===== config.mk =====
export PLATFORM = sky130hd
export DESIGN_NAME = isas_sequencer
export DESIGN_NICKNAME = d
export VERILOG_FILES = /design/src/isas_pkg.sv /design/src/isas_stream_if.sv /design/src/isas_fifo.sv /design/src/isas_sequencer.sv
export SDC_FILE = /design/constraint.sdc
export NUM_CORES = 1
export LEC_CHECK = 0
export ABC_AREA = 1
export BUFFER_PORTS_ARGS = -buffer_cell sky130_fd_sc_hd__buf_2
export CORE_UTILIZATION = 40
export DETAILED_ROUTE_END_ITERATION = 8
export GPL_TIMING_DRIVEN = 0
export PLACE_DENSITY = 0.7
export SETUP_SLACK_MARGIN = 0.15
export SYNTH_ARGS = -nofsm -noshare
export SYNTH_HDL_FRONTEND = slang
export SYNTH_SLANG_ARGS = --single-unit

===== constraint.sdc =====
create_clock -name clk_sys -period 6.7 [get_ports clk_sys]
set_clock_uncertainty 0.15 [all_clocks]
set_input_delay 0.67 -clock clk_sys [delete_from_list [all_inputs] [get_ports clk_sys]]
set_output_delay 0.67 -clock clk_sys [all_outputs]
set_load 0.1 [all_outputs]

===== src/isas_pkg.sv =====
package isas_pkg;

    // ==========================================================
    // Geometry
    localparam int NUM_SECT   = 18;
    localparam int SAR_BITS   = 13;
    localparam int DATA_BITS  = 12;
    localparam int FIFO_DEPTH = 16;
    localparam int WORD_BITS  = DATA_BITS + 1;

    // ==========================================================
    // Schedule steps, 0-based (cycle 1 of the schedule is step 0)
    localparam logic [4:0] STEP_REF0      = 5'h00;
    localparam logic [4:0] STEP_AZ        = 5'h01;
    localparam logic [4:0] STEP_CAL       = 5'h02;
    localparam logic [4:0] STEP_SAMPLE    = 5'h03;
    localparam logic [4:0] STEP_SAR_FIRST = 5'h04;
    localparam logic [4:0] STEP_SAR_LAST  = 5'h10;
    localparam logic [4:0] STEP_XFER      = 5'h11;
    localparam logic [4:0] SCHED_LEN      = 5'h12;
    localparam logic [4:0] PHASE_RST      = 5'h00;
    localparam int         LATENCY_CYC    = 14;

    // ==========================================================
    // Reset values and codes
    localparam logic [SAR_BITS-1:0]  SAR_RST   = 13'h0000;
    localparam logic [WORD_BITS-1:0] WORD_RST  = 13'h0000;
    localparam logic [DATA_BITS-1:0] FULL_CODE = 12'hFFF;
    localparam logic [SAR_BITS-1:0]  MASK_ONE  = 13'h0001;

    // ==========================================================
    // Helpers
    // Section sect runs one step behind section sect-1
    function automatic logic [4:0] step_of(input logic [4:0] phase, input int sect);
        logic [5:0] sum;
        sum = {1'b0, phase} + {1'b0, SCHED_LEN} - 6'(sect);
        if (sum >= {1'b0, SCHED_LEN})
            sum = sum - {1'b0, SCHED_LEN};
        return sum[4:0];
    endfunction

    function automatic logic is_sar_step(input logic [4:0] step);
        return (step >= STEP_SAR_FIRST) && (step <= STEP_SAR_LAST);
    endfunction

    // Trial bit: MSB on the first decision step, LSB on the last
    function automatic logic [SAR_BITS-1:0] trial_mask(input logic [4:0] step);
        logic [4:0] sh;
        sh = STEP_SAR_LAST - step;
        return MASK_ONE << sh;
    endfunction

    // Over-range forces all data bits high
    function automatic logic [WORD_BITS-1:0] format_word(input logic [SAR_BITS-1:0] res);
        if (res[SAR_BITS-1])
            return {1'b1, FULL_CODE};
        return {1'b0, res[DATA_BITS-1:0]};
    endfunction

endpackage


===== src/isas_stream_if.sv =====
`timescale 1ns/100ps
interface isas_stream_if #(
    parameter int WIDTH = 13
);
    logic             valid;
    logic             ready;
    logic [WIDTH-1:0] data;

    modport src (output valid, output data, input ready);
    modport snk (input valid, input data, output ready);
endinterface


===== src/isas_fifo.sv =====
`timescale 1ns/100ps
module isas_fifo #(
    parameter int WIDTH = 13,
    parameter int DEPTH = 16
) (
    input  wire logic   clk_sys,
    input  wire logic   rstn,
    input  wire logic   ce,
    isas_stream_if.snk  wr,
    isas_stream_if.src  rd
);
    localparam int AW = $clog2(DEPTH);
    localparam logic [AW-1:0] PTR_LAST = AW'(DEPTH - 1);
    localparam logic [AW:0]   CNT_FULL = (AW + 1)'(DEPTH);

    logic [WIDTH-1:0] mem_ff [DEPTH];
    logic [AW-1:0]    wptr_ff;
    logic [AW-1:0]    nxt_wptr;
    logic [AW-1:0]    rptr_ff;
    logic [AW-1:0]    nxt_rptr;
    logic [AW:0]      cnt_ff;
    logic [AW:0]      nxt_cnt;
    logic             do_wr;
    logic             do_rd;

    assign wr.ready = (cnt_ff != CNT_FULL);
    assign rd.valid = (cnt_ff != '0);
    assign rd.data  = mem_ff[rptr_ff];

    // ==========================================================
    // Pointers and count
    always_comb begin
        do_wr    = ce && wr.valid && wr.ready;
        do_rd    = ce && rd.valid && rd.ready;
        nxt_wptr = wptr_ff;
        nxt_rptr = rptr_ff;
        nxt_cnt  = cnt_ff;
        if (do_wr) begin
            nxt_wptr = (wptr_ff == PTR_LAST) ? '0 : wptr_ff + 1'b1;
        end
        if (do_rd) begin
            nxt_rptr = (rptr_ff == PTR_LAST) ? '0 : rptr_ff + 1'b1;
        end
        if (do_wr && !do_rd) begin
            nxt_cnt = cnt_ff + 1'b1;
        end else if (do_rd && !do_wr) begin
            nxt_cnt = cnt_ff - 1'b1;
        end
    end

    always_ff @(posedge clk_sys or negedge rstn) begin
        if (!rstn) begin
            wptr_ff <= '0;
            rptr_ff <= '0;
            cnt_ff  <= '0;
        end else begin
            wptr_ff <= nxt_wptr;
            rptr_ff <= nxt_rptr;
            cnt_ff  <= nxt_cnt;
        end
    end

    // Storage needs no reset; count guards every read
    always_ff @(posedge clk_sys) begin
        if (do_wr) begin
            mem_ff[wptr_ff] <= wr.data;
        end
    end

endmodule


===== src/isas_sequencer.sv =====
`timescale 1ns/100ps
// Operation
// Eighteen parallel SAR sections, shared references
// Eighteen-phase schedule from the single clock
// 18:1 13-bit selector feeds output word
// Sections sample the input in rotation
// Each schedule lasts eighteen cycles, then repeats
// Ref-zero, auto-zero, calibrate, sample, 13 decisions
// Output word is unsigned straight binary
// New output word every clock cycle
// Over-voltage recovery within one clock
// Adjacent sections one cycle apart; cycle 18 transfers
// Output word fourteen cycles after its sample
// Registered output; high drive control floats pins
// Over-range sets flag and forces data ones
// Selector advances with sampling rotation order
module isas_sequencer (
    input  wire logic                                          clk_sys,
    input  wire logic                                          rstn,
    input  wire logic                                          ce,
    input  wire logic [isas_pkg::NUM_SECT-1:0]                 cmp_in,
    input  wire logic                                          out_drive_n,
    output logic      [isas_pkg::NUM_SECT-1:0]                 ref0_sel,
    output logic      [isas_pkg::NUM_SECT-1:0]                 az_cmp_en,
    output logic      [isas_pkg::NUM_SECT-1:0]                 cal_cmp_en,
    output logic      [isas_pkg::NUM_SECT-1:0]                 sample_en,
    output logic      [isas_pkg::NUM_SECT*isas_pkg::SAR_BITS-1:0] dac_code,
    output logic      [isas_pkg::DATA_BITS-1:0]                sample_word_bits,
    output logic                                               overrange_flag,
    output logic                                               data_oe_n,
    output logic                                               cap_valid,
    input  wire logic                                          cap_ready,
    output logic      [isas_pkg::WORD_BITS-1:0]                cap_data,
    output logic                                               cap_drop
);
    localparam int NS = isas_pkg::NUM_SECT;
    localparam int SB = isas_pkg::SAR_BITS;
    localparam int WB = isas_pkg::WORD_BITS;

    logic [4:0]    phase_ff;
    logic [4:0]    nxt_phase;
    logic [4:0]    sect_step [NS];
    logic [SB-1:0] sar_ff [NS];
    logic [SB-1:0] nxt_sar [NS];
    logic [NS-1:0] done_ff;
    logic [NS-1:0] nxt_done;
    logic [WB-1:0] word_ff;
    logic [WB-1:0] nxt_word;
    logic          push_ff;
    logic          nxt_push;
    logic          drop_ff;
    logic          nxt_drop;
    logic          drv_meta_ff;
    logic          drv_ff;
    logic          nxt_drv_meta;
    logic          nxt_drv;
    logic [SB-1:0] xfer_res;
    logic          xfer_done;

    isas_stream_if #(.WIDTH(WB)) fill_if ();
    isas_stream_if #(.WIDTH(WB)) drain_if ();

    // ==========================================================
    // Phase generator
    always_comb begin
        nxt_phase = phase_ff;
        if (ce) begin
            nxt_phase = (phase_ff == isas_pkg::STEP_XFER) ? isas_pkg::PHASE_RST : phase_ff + 5'h01;
        end
    end

    always_ff @(posedge clk_sys or negedge rstn) begin
        if (!rstn) begin
            phase_ff <= isas_pkg::PHASE_RST;
        end else begin
            phase_ff <= nxt_phase;
        end
    end

    // ==========================================================
    // Step of every section, shared by strobes, SAR and selector
    // One decode keeps all three views of the schedule in step
    always_comb begin
        for (int s = 0; s < NS; s++) begin
            sect_step[s] = isas_pkg::step_of(phase_ff, s);
        end
    end

    // ==========================================================
    // Section strobes and trial codes
    always_comb begin
        for (int s = 0; s < NS; s++) begin
            ref0_sel[s]   = (sect_step[s] == isas_pkg::STEP_REF0);
            az_cmp_en[s]  = (sect_step[s] == isas_pkg::STEP_AZ);
            cal_cmp_en[s] = (sect_step[s] == isas_pkg::STEP_CAL);
            sample_en[s]  = (sect_step[s] == isas_pkg::STEP_SAMPLE);
            dac_code[s*SB +: SB] = isas_pkg::is_sar_step(sect_step[s])
                                   ? (sar_ff[s] | isas_pkg::trial_mask(sect_step[s]))
                                   : sar_ff[s];
        end
    end

    // ==========================================================
    // SAR registers
    always_comb begin
        nxt_done = done_ff;
        for (int s = 0; s < NS; s++) begin
            nxt_sar[s] = sar_ff[s];
            if (ce) begin
                // Cleared at every sample so an overdriven result cannot linger
                if (sect_step[s] == isas_pkg::STEP_SAMPLE) begin
                    nxt_sar[s]  = isas_pkg::SAR_RST;
                    nxt_done[s] = 1'b1;
                end else if (isas_pkg::is_sar_step(sect_step[s]) && cmp_in[s]) begin
                    nxt_sar[s] = sar_ff[s] | isas_pkg::trial_mask(sect_step[s]);
                end
            end
        end
    end

    always_ff @(posedge clk_sys or negedge rstn) begin
        if (!rstn) begin
            for (int s = 0; s < NS; s++) begin
                sar_ff[s] <= isas_pkg::SAR_RST;
            end
            done_ff <= '0;
        end else begin
            for (int s = 0; s < NS; s++) begin
                sar_ff[s] <= nxt_sar[s];
            end
            done_ff <= nxt_done;
        end
    end

    // ==========================================================
    // Transfer selector
    // Exactly one section sits in its transfer step
    always_comb begin
        xfer_res  = isas_pkg::SAR_RST;
        xfer_done = 1'b0;
        for (int s = 0; s < NS; s++) begin
            if (sect_step[s] == isas_pkg::STEP_XFER) begin
                xfer_res  = sar_ff[s];
                xfer_done = done_ff[s];
            end
        end
    end

    // ==========================================================
    // Output word and capture push
    always_comb begin
        nxt_word = word_ff;
        nxt_push = push_ff;
        nxt_drop = drop_ff;
        if (ce) begin
            nxt_word = isas_pkg::format_word(xfer_res);
            nxt_push = xfer_done;
            // Sections cannot stall, so a full buffer loses the word
            nxt_drop = push_ff && !fill_if.ready;
        end
    end

    always_ff @(posedge clk_sys or negedge rstn) begin
        if (!rstn) begin
            word_ff <= isas_pkg::WORD_RST;
            push_ff <= 1'b0;
            drop_ff <= 1'b0;
        end else begin
            word_ff <= nxt_word;
            push_ff <= nxt_push;
            drop_ff <= nxt_drop;
        end
    end

    // ==========================================================
    // Drive-control synchroniser
    // Pin is asynchronous; only the second flop is read by logic
    always_comb begin
        nxt_drv_meta = drv_meta_ff;
        nxt_drv      = drv_ff;
        if (ce) begin
            nxt_drv_meta = out_drive_n;
            nxt_drv      = drv_meta_ff;
        end
    end

    // Resets to floating so pins never glitch active at power-up
    always_ff @(posedge clk_sys or negedge rstn) begin
        if (!rstn) begin
            drv_meta_ff <= 1'b1;
            drv_ff      <= 1'b1;
        end else begin
            drv_meta_ff <= nxt_drv_meta;
            drv_ff      <= nxt_drv;
        end
    end

    assign sample_word_bits = word_ff[isas_pkg::DATA_BITS-1:0];
    assign overrange_flag   = word_ff[WB-1];
    assign data_oe_n        = drv_ff;
    assign cap_drop         = drop_ff;

    // ==========================================================
    // Capture buffer
    assign fill_if.valid  = push_ff;
    assign fill_if.data   = word_ff;
    assign cap_valid      = drain_if.valid;
    assign cap_data       = drain_if.data;
    assign drain_if.ready = cap_ready;

    isas_fifo #(
        .WIDTH (WB),
        .DEPTH (isas_pkg::FIFO_DEPTH)
    ) u_fifo (
        .clk_sys (clk_sys),
        .rstn    (rstn),
        .ce      (ce),
        .wr      (fill_if),
        .rd      (drain_if)
    );

endmodule


After elaboration in Yosys (flattened, before gate mapping):

Memory sizes are Yosys's and may differ from the RTL's.
Cells that the tools add are included.

* output and inout bits: 335
* memories: 1
* bits in writable memories: 208
* register bits after elaboration: 287

Memory list
* u_fifo.mem_ff: depth 16, bits a word 13, read ports 1, clocked after Yosys merged registers in 0, wr ports 1, RTL line isas_fifo.sv:16 `logic [WIDTH-1:0] mem_ff [DEPTH];`

* eq/ne operators: 76
* bitwise logic cells: 18
* $lt $le $gt $ge: 54
* reductions and logical operators: 120
* shift operators: 18
* add/sub/neg operators: 59
* multiplexer cells: 119

Operators by type and width (count)
* $mux W13: 74
* $or A13 B13 Y13: 18
* $shl A1 B5 Y13 const A: 18
* $eq A5 B2 Y1 const B: 36
* $ge A6 B5 Y1 const B: 18
* $mux W5: 21
* $eq A5 B5 Y1 const B: 19
* $eq A5 B1 Y1 const B: 18
* $ge A5 B3 Y1 const B: 18
* $le A5 B5 Y1 const B: 18
* $logic_not A5 Y1: 18
* $sub A5 B5 Y5 const A: 18
* $sub A5 B5 Y5 const B: 18
* $reduce_and A2 Y1: 36
* $sub A6 B4 Y6 const B: 8
* $logic_and A1 B1 Y1: 43
* $reduce_bool A2 Y1: 19
* $sub A6 B3 Y6 const B: 4
* $mux W1: 22
* $sub A6 B2 Y6 const B: 2
* $sub A6 B5 Y6 const B: 2
* $add A5 B1 Y5 const B: 2
* $add A4 B1 Y4 const B: 2
* $eq A4 B4 Y1 const B: 2
* 7 further kinds: 10

Depth between registers and ports, before layout:

Gate-level depths: netlist (run 1).

* depth after elaboration: 25
* mapped depth: 39
* mapped depth without buffers: 37

Modules after synthesis:

A second synthesis (run 1) with hierarchy kept.

* cells, all modules: 4607
* area, all modules: 31669.1 um2

Modules (own cells, without submodules)
* isas_sequencer: area each 21974.8 um2, cells an instance 3666, instances 1
* isas_fifo: area each 9694.3 um2, cells an instance 941, instances 1

Worst setup path after synthesis (run 1):

OpenSTA, ideal clock, no wires.

* path type: register -> output
* from: register phase_ff[0]
* to: output port dac_code[18] (netlist name)
* arrival time: 6.513 ns
* path buffers: 8
* slack: -0.633 ns
* cell stages (with the launch flop): 23
* required time: 5.880 ns
* cell sequence: dfrtp_1 buf_2 inv_1 buf_2 buf_1 clkbuf_1 clkbuf_1 ha_1 buf_2 clkinv_1 clkbuf_1 ha_1 xor2_1 nand2_1 nand2_1 nor2_4 buf_2 inv_1 nor2_1 ha_1 nor2_1 nand3_1 o21ai_0

* cells in the longest elaborated chain, start to end: 8
* elaborated cells on any way between the ends: 12
* those cells by class: add/sub: 4; order compare: 3; shift: 1; mux: 2; bitwise: 1; reduce/logical: 1

RTL lines
* from (decl): RTL line isas_sequencer.sv:40 `logic [4:0] phase_ff;`
* from (signal assigned): RTL line isas_sequencer.sv:74 `phase_ff <= isas_pkg::PHASE_RST;`
* from (signal assigned): RTL line isas_sequencer.sv:76 `phase_ff <= nxt_phase;`
* $add A5 B5 Y6 (*): RTL line isas_pkg.sv:36 `sum = {1'b0, phase} + {1'b0, SCHED_LEN} - 6'(sect);`
* $sub A6 B1 Y6 (*): RTL line isas_pkg.sv:36
* $sub A5 B5 Y5 / $ge A6 B5 Y1 (equally long branches): RTL line isas_pkg.sv:38, isas_pkg.sv:37
* $mux W5 (*): RTL line isas_pkg.sv:37 `if (sum >= {1'b0, SCHED_LEN})`
* $sub A5 B5 Y5: RTL line isas_pkg.sv:49 `sh = STEP_SAR_LAST - step;`
* $shl A1 B5 Y13: RTL line isas_pkg.sv:50 `return MASK_ONE << sh;`
* $or A13 B13 Y13: RTL line isas_sequencer.sv:98 `? (sar_ff[s] | isas_pkg::trial_mask(sect_step[s]))`
* $mux W13 (*): RTL line isas_sequencer.sv:98
* to (decl): RTL line isas_sequencer.sv:27 `output logic [isas_pkg::NUM_SECT*isas_pkg::SAR_BITS-1:0] dac_code,`

Every way passes the cells marked *; elsewhere a longest branch is shown, timed or not.

Worst setup path after layout (run 1):

* from: register phase_ff[1]
* to: register word_ff[0] (netlist: fill_if.data[0])

* cells in the longest elaborated chain, start to end: 25
* elaborated cells on any way between the ends: 111
* those cells by class: add/sub: 36; order compare: 18; eq/ne: 18; mux: 39

RTL lines
* $add A5 B5 Y6 (*): RTL line isas_pkg.sv:36
* $sub A6 B1 Y6 (tied with other cells): RTL line isas_pkg.sv:36
* $sub A5 B5 Y5 (tied with other cells): RTL line isas_pkg.sv:38 `sum = sum - {1'b0, SCHED_LEN};`
* $mux W5 / $eq A5 B5 Y1 (equally long branches): RTL line isas_pkg.sv:37, isas_sequencer.sv:142
* $eq A5 B5 Y1 / $mux W13 (equally long branches): RTL line isas_sequencer.sv:142 `if (sect_step[s] == isas_pkg::STEP_XFER) begin`
* $mux W13 (16 in series): RTL line isas_sequencer.sv:142
* $mux W13 (*): RTL line isas_sequencer.sv:142
* $mux W1: RTL line isas_pkg.sv:55 `if (res[SAR_BITS-1])`
* $mux W1: RTL line isas_sequencer.sv:155 `if (ce) begin`
* $mux W13 (*): RTL line isas_pkg.sv:57 `return {1'b0, res[DATA_BITS-1:0]};`
* to (signal assigned): RTL line isas_sequencer.sv:165 `word_ff <= isas_pkg::WORD_RST;`
* to (signal assigned): RTL line isas_sequencer.sv:169 `word_ff <= nxt_word;`
* to (decl): RTL line isas_sequencer.sv:47 `logic [WB-1:0] word_ff;`

Every way passes the cells marked *; elsewhere a longest branch is shown, timed or not. The select of a mux whose other input is x is not followed.
A chain may end at the register's enable or synchronous reset.

==> flow_metrics.tcl, run 1 <==
set metrics [dict create \
    reg2reg_to "fill_if.data[0]$_DFFE_PN0P_" \
    final_cells 5804 \
    critical_path.slowest_cell "ha_2" \
    holdPathEnd "drv_meta_ff$_DFFE_PN1P_" \
    slowest_delay_ns 0.43 \
    place_congestion 1.01 \
    via_per_inst 5.21 \
    ios 358 \
    worstPathMaxFanout 16 \
    grt_pass1_vias 27500 \
    max_freq_mhz 155 \
    cp.required_ns 7.12 \
    die_w_um 280 \
    place_ws_ns -2.80 \
    syn_inst 4299 \
    areaGrowthSynthToFinish_pct 20.5 \
    cp-startpoint "phase_ff[1]$_DFFE_PN0P_" \
    n_antenna_cell 0 \
    placed_cells 5687 \
    grt_usage_pct 28.1 \
    final-setup-viol-count 0 \
    syn_area_um2 30900 \
    status "completed" \
    crit_top_cell "nand3_1" \
    port_buffers 356 \
    fillers 7543 \
    timing.final.crit_period_ns 6.45 \
    clk_pin_slew_worst_paths_ns 0.07 \
    cts-root-buf "clkbuf_16" \
    critical_path_class "flop to flop" \
    synth_nets 4405 \
    fp.dieH_um 280 \
    grt-ovfl-total 0 \
    cts.sinks 495 \
    rrSetupSlack_ns 0.25 \
    clockBufferDepth 3 \
    hold_class "input port to flop" \
    timing.max_cap.violations 0 \
    grt_pass1_wl_mm 167 \
    max_slew_margin_pct 7.70 \
    cp.arrival_ns 6.87 \
    antenna_found_initial 2 \
    async_reset_ff_share_pct 58.0 \
    drive_gt1_share_pct 15.6 \
    htree_num_levels 2 \
    final_antenna_net_count 0 \
    ys_types 59 \
    start_kind "flop" \
    cts_tree "done" \
    worst-path-buf-inv 8 \
    synth.ff_latch_count 495 \
    clk_latency_ns 0.65 \
    syn_area_per_cell_um2 7.19 \
    synth_edf_count 208 \
    fin_crit_sh_pct 96.2 \
    fp.dieArea_um2 78400 \
    drv_slew 0 \
    drcViolationCount 0 \
    rr_worst_depth 37 \
    nets 4836 \
    fin_ws_ns 0.254 \
    cp_top_family "simple AND/OR/NAND/NOR gates" \
    cts_buffers 55 \
    firstDrtPassIters 6 \
    wl_per_cell_um 19.6 \
    rr_startpoint "phase_ff[1]$_DFFE_PN0P_" \
    grt_max_degree 110 \
    tightest_slew_ns 1.38 \
    synthFlopType "dfrtp_1" \
    synth-seq-area-share_pct 43.4 \
    yosysWarnings 0 \
    setup.worst_path.end_class "flop" \
    hpwl_mm 85.8 \
    vias 30200 \
    min_path_cells 3 \
    core_area_um2 76200 \
    row_count 101 \
    wirelength_mm 114 \
    grt_setup_unrepaired "yes" \
    hold_start "out_drive_n" \
    start_util_pct 40.6 \
    finalHoldViolCount 0 \
    first_iter_violations 3049 \
]
cells by family (layout without fill, tap and decap cells):
group,after synthesis,count (layout),synth area share [%]
and+or+nand+nor,2203,2203,29.3
buffers and inverters,866,1341,10.8
AOI/OAI and AO/OA,570,570,10.4
DFF,495,495,43.4
adders and majority gates,83,83,3.38
xor gates and xnor gates,61,61,2.03
muxes,21,21,0.680
tightest hold or removal path, stage by stage:
cell     delay [ns]
buf_2          0.13
nand2_1        0.07
nand2_1        0.05
synthesized netlist by cell type (19+ instances only):
library cell  instances  share of area (%)
nand2_1            1190                 14
inv_1               662                8.0
nor2_1              625                7.6
dfrtp_1             285                 23
a21oi_1             281                4.5
nand3_1             215                3.5
edfxtp_1            208                 20
o21ai_0             149                2.4
clkbuf_1            111                1.3
ha_1                 82                3.3
nor3_1               72                1.2
xor2_1               42                1.2
inv_2                37               0.45
o21ai_1              34               0.55
o32ai_1              31               0.88
buf_2                27               0.44
mux2i_1              21               0.68
nand4_1              21               0.42
o221ai_1             21               0.59
nand3_2              19               0.61
per-stage QoR:
| step | utilization, % | hold WS [ns] | area (um2) | TNS, ns |
|---|---|---|---|---|
| floorplan | - | 0.224 | 30900 | 0 |
| global placement | 44.6 | 0.281 | 34000 | -834.62 |
| detailed placement | 44.7 | 0.291 | 34100 | -555.45 |
| CTS | 47.9 | 0.0779 | 36500 | 0 |
| global route | 48.9 | 0.0870 | 37300 | 0 |
| finish | 48.9 | 0.106 | 37300 | 0 |
repair_timing:
action                                  in CTS  in global routing
hold buffers                                 1                  0
endpoints found under the setup margin     480                225
pin swaps                                    0                  7
buffers inserted                             1                 14
gates resized for setup                    194                200
hold endpoints to repair                    83                  0
how the worst max path moves through the flow:
stage | to | slack [ns] | depth (start not counted)
6_report | fill_if.data[0]$_DFFE_PN0P_ | 0.25 | 37
3_5_place_dp | fill_if.data[11]$_DFFE_PN0P_ | -2.80 | 36
4_1_cts | dac_code[22] | 0.07 | 27
3_3_place_gp | fill_if.data[11]$_DFFE_PN0P_ | -2.80 | 36
2_1_floorplan | dac_code[18] | 0.12 | 22
5_1_grt | dac_code[189] | 0.02 | 24
placed cells by master (no fill, tap or decap), types with 95 or more instances in the layout:
cell      count
dfrtp_1     283
a21oi_1     277
nand3_1     211
nand2_1    1187
buf_2       213
inv_1       661
o21ai_0     133
edfxtp_1    208
buf_4        95
clkbuf_1     97
nor2_1      611
cell type report:
cell class,instances,area [um2],share of cell area (%)
buffer,156,810,2.17
clock buffer,69,1490,3.99
clock inverter,32,380,1.02
inverter,710,2680,7.19
multi-input combinational,2938,14600,39.3
sequential,495,13400,36.0
tap,1030,1290,3.46
timing repair buffer,374,2550,6.85
state kept, by name (all words and copies together) (netlist names):
| name | count |
|---|---|
| done_ff | 18 |
| u_fifo.cnt_ff | 5 |
| u_fifo.mem_ff | 208 |
| cap_drop | 1 |
| fill_if.valid | 1 |
| u_fifo.rptr_ff | 4 |
| sar_ff | 234 |
| drv_meta_ff | 1 |
| phase_ff | 5 |
| u_fifo.wptr_ff | 4 |
| fill_if.data | 13 |
| data_oe_n | 1 |
per-layer routing:
metal / wire [um] / vias up / track usage, % / part of all wire (%)
met4: 3210 / 2 / 7.85 / 2.8
met5: 13 / - / 0 / 0.011
li1: - / 14400 / - / -
met1: 50500 / 14300 / 40.9 / 45
met3: 10200 / 178 / 4.41 / 8.9
met2: 49600 / 1391 / 42.9 / 44
Power of run 1 is left out: the tool's default activity adds up to more than one toggle a clock period on the data nets, which glitch-free logic cannot reach.
==> inputs of run 2 (changes only) <==
--- a/config.mk
+++ b/config.mk
@@ -11,7 +11,8 @@
 export DETAILED_ROUTE_END_ITERATION = 8
 export GPL_TIMING_DRIVEN = 0
 export PLACE_DENSITY = 0.7
-export SETUP_SLACK_MARGIN = 0.15
+export SETUP_SLACK_MARGIN = 0.3
+export SKIP_CTS_REPAIR_TIMING = 1
 export SYNTH_ARGS = -nofsm -noshare
 export SYNTH_HDL_FRONTEND = slang
 export SYNTH_SLANG_ARGS = --single-unit
==> run 2 against run 1 <==
Net effect: the run now ends with capacitance limit, slew limit left; register-to-register slack better by 0.26 ns; first-iteration DRC count down 5.3%; critical path type is now flop to primary output; worst hold slack better by 0.0066 ns; sequential share of layout area down 0.20 points; design area up 0.56%.
==> flow_metrics.tcl, run 2 (synthesis gave the netlist of run 1 again) <==
set metrics [dict create \
    wl_met2_mm 49.9 \
    via_per_inst 5.18 \
    final_common_cell "nand2_1" \
    cp.arrival_ns 5.45 \
    wl_per_cell_um 19.5 \
    grt_max_degree 113 \
    top_register "sar_ff" \
    placed_cells 5687 \
    port_buffers 356 \
    final_cells 5820 \
    worst-path-buf-inv 13 \
    top_layer "met4" \
    fp.dieArea_um2 78400 \
    first_iter_violations 2886 \
    cts_tree "done" \
    grt_pass1_wl_mm 167 \
    areaGrowthSynthToFinish_pct 21.2 \
    grt-ovfl-total 0 \
    cp.required_ns 5.88 \
    antenna_found_initial 1 \
    layout_common_cells "nand2_1 (1182), inv_1 (659), nor2_1 (610)" \
    crit_top_cell "nand2_1" \
    htree_num_levels 2 \
    final_antenna_net_count 0 \
    core_area_um2 76200 \
    hpwl_mm 85.9 \
    max_freq_mhz 160 \
    worstPathMaxFanout 16 \
    wl_met3_mm 9.99 \
    clk_pin_slew_worst_paths_ns 0.06 \
    critical_path_class "flop to primary output" \
    start_util_pct 40.6 \
    fin_crit_sh_pct 93.5 \
    drv_slew 11 \
    nets 4846 \
    drcViolationCount 0 \
    vias 30200 \
    hold_class "input port to flop" \
    critical_path.slowest_cell "dfrtp_2" \
    wirelength_mm 114 \
    tightest_slew_ns 1.52 \
    cts-root-buf "clkbuf_16" \
    fp.dieH_um 280 \
    row_count 101 \
    drive_gt1_share_pct 16.2 \
    wl_met1_mm 49.6 \
    firstDrtPassIters 5 \
    setup.worst_path.end_class "primary output" \
    max_slew_margin_pct -1.23 \
    timing.final.crit_period_ns 6.27 \
    largest_reg_flops 234 \
    cts.sinks 495 \
    cp_top_family "buffers and inverters" \
    finalHoldViolCount 0 \
    clk_latency_ns 0.66 \
    grt_pass1_vias 27900 \
    grt_setup_unrepaired "yes" \
    ios 358 \
    violations "capacitance limit, slew limit" \
    die_w_um 280 \
    place_congestion 1.00 \
    start_kind "flop" \
    status "finished, violations left" \
    final-setup-viol-count 0 \
    cts_buffers 57 \
    fin_setup_tns_ns 0 \
    fin_ws_ns 0.434 \
    slowest_delay_ns 0.38 \
    top_regs "sar_ff x234, u_fifo.mem_ff x208, done_ff x18" \
    place_ws_ns -2.80 \
    grt_usage_pct 28.2 \
    clockBufferDepth 3 \
    timing.max_cap.violations 1 \
]
## run 2: routing by layer
layer | global-route usage [%] | vias to the layer above
met2 | 42.4 | 1299
met5 | 0 | -
li1 | - | 14400
met4 | 10.1 | 0
met1 | 40.4 | 14300
met3 | 4.84 | 207
## run 2: cell type report
type | instances | area, um2
multi-input cells | 2938 | 14700
clock buffers | 84 | 1680
plain buffers | 156 | 833
well taps | 1030 | 1290
clock inverters | 24 | 314
diodes | 1 | 2.50
repair buffers | 382 | 2510
inverters | 710 | 2680
flip-flops and latches | 495 | 13400
fillers | 7555 | 38700
## run 2: through the flow
| stage | area (um2) | utilization (%) | hold slack (ns) |
|---|---|---|---|
| 5_1_grt | 37500 | 49.2 | 0.110 |
| 6_report | 37500 | 49.2 | 0.113 |
| 3_3_place_gp | 34000 | 44.6 | 0.285 |
| 3_5_place_dp | 34100 | 44.7 | 0.290 |
| 2_1_floorplan | 30900 | - | 0.224 |
| 4_1_cts | 36100 | 47.3 | -0.157 |
## run 2: tightest hold or removal path, stage by stage
cell	delay (ns)
buf_2	0.12
nand2_1	0.07
nand2_1	0.05
## run 2: worst paths after layout
path / start / slack [ns] / endpoint / cells after the start
setup / recovery: phase_ff[1]$_DFFE_PN0P_ / 0.43 / dac_code[153] / 30
hold / removal: out_drive_n / 0.11 / drv_meta_ff$_DFFE_PN1P_ / 3
setup reg to reg: phase_ff[1]$_DFFE_PN0P_ / 0.51 / fill_if.data[0]$_DFFE_PN0P_ / 37
hold reg to reg: done_ff[4]$_DFFE_PN0P_ / 0.30 / done_ff[4]$_DFFE_PN0P_ / 2
max in group asynchronous: rstn / 4.87 / fill_if.valid$_DFFE_PN0P_ / 3
min in group asynchronous: rstn / 0.46 / sar_ff[219]$_DFFE_PN0P_ / 2
Power of run 2 is left out for the same reason.
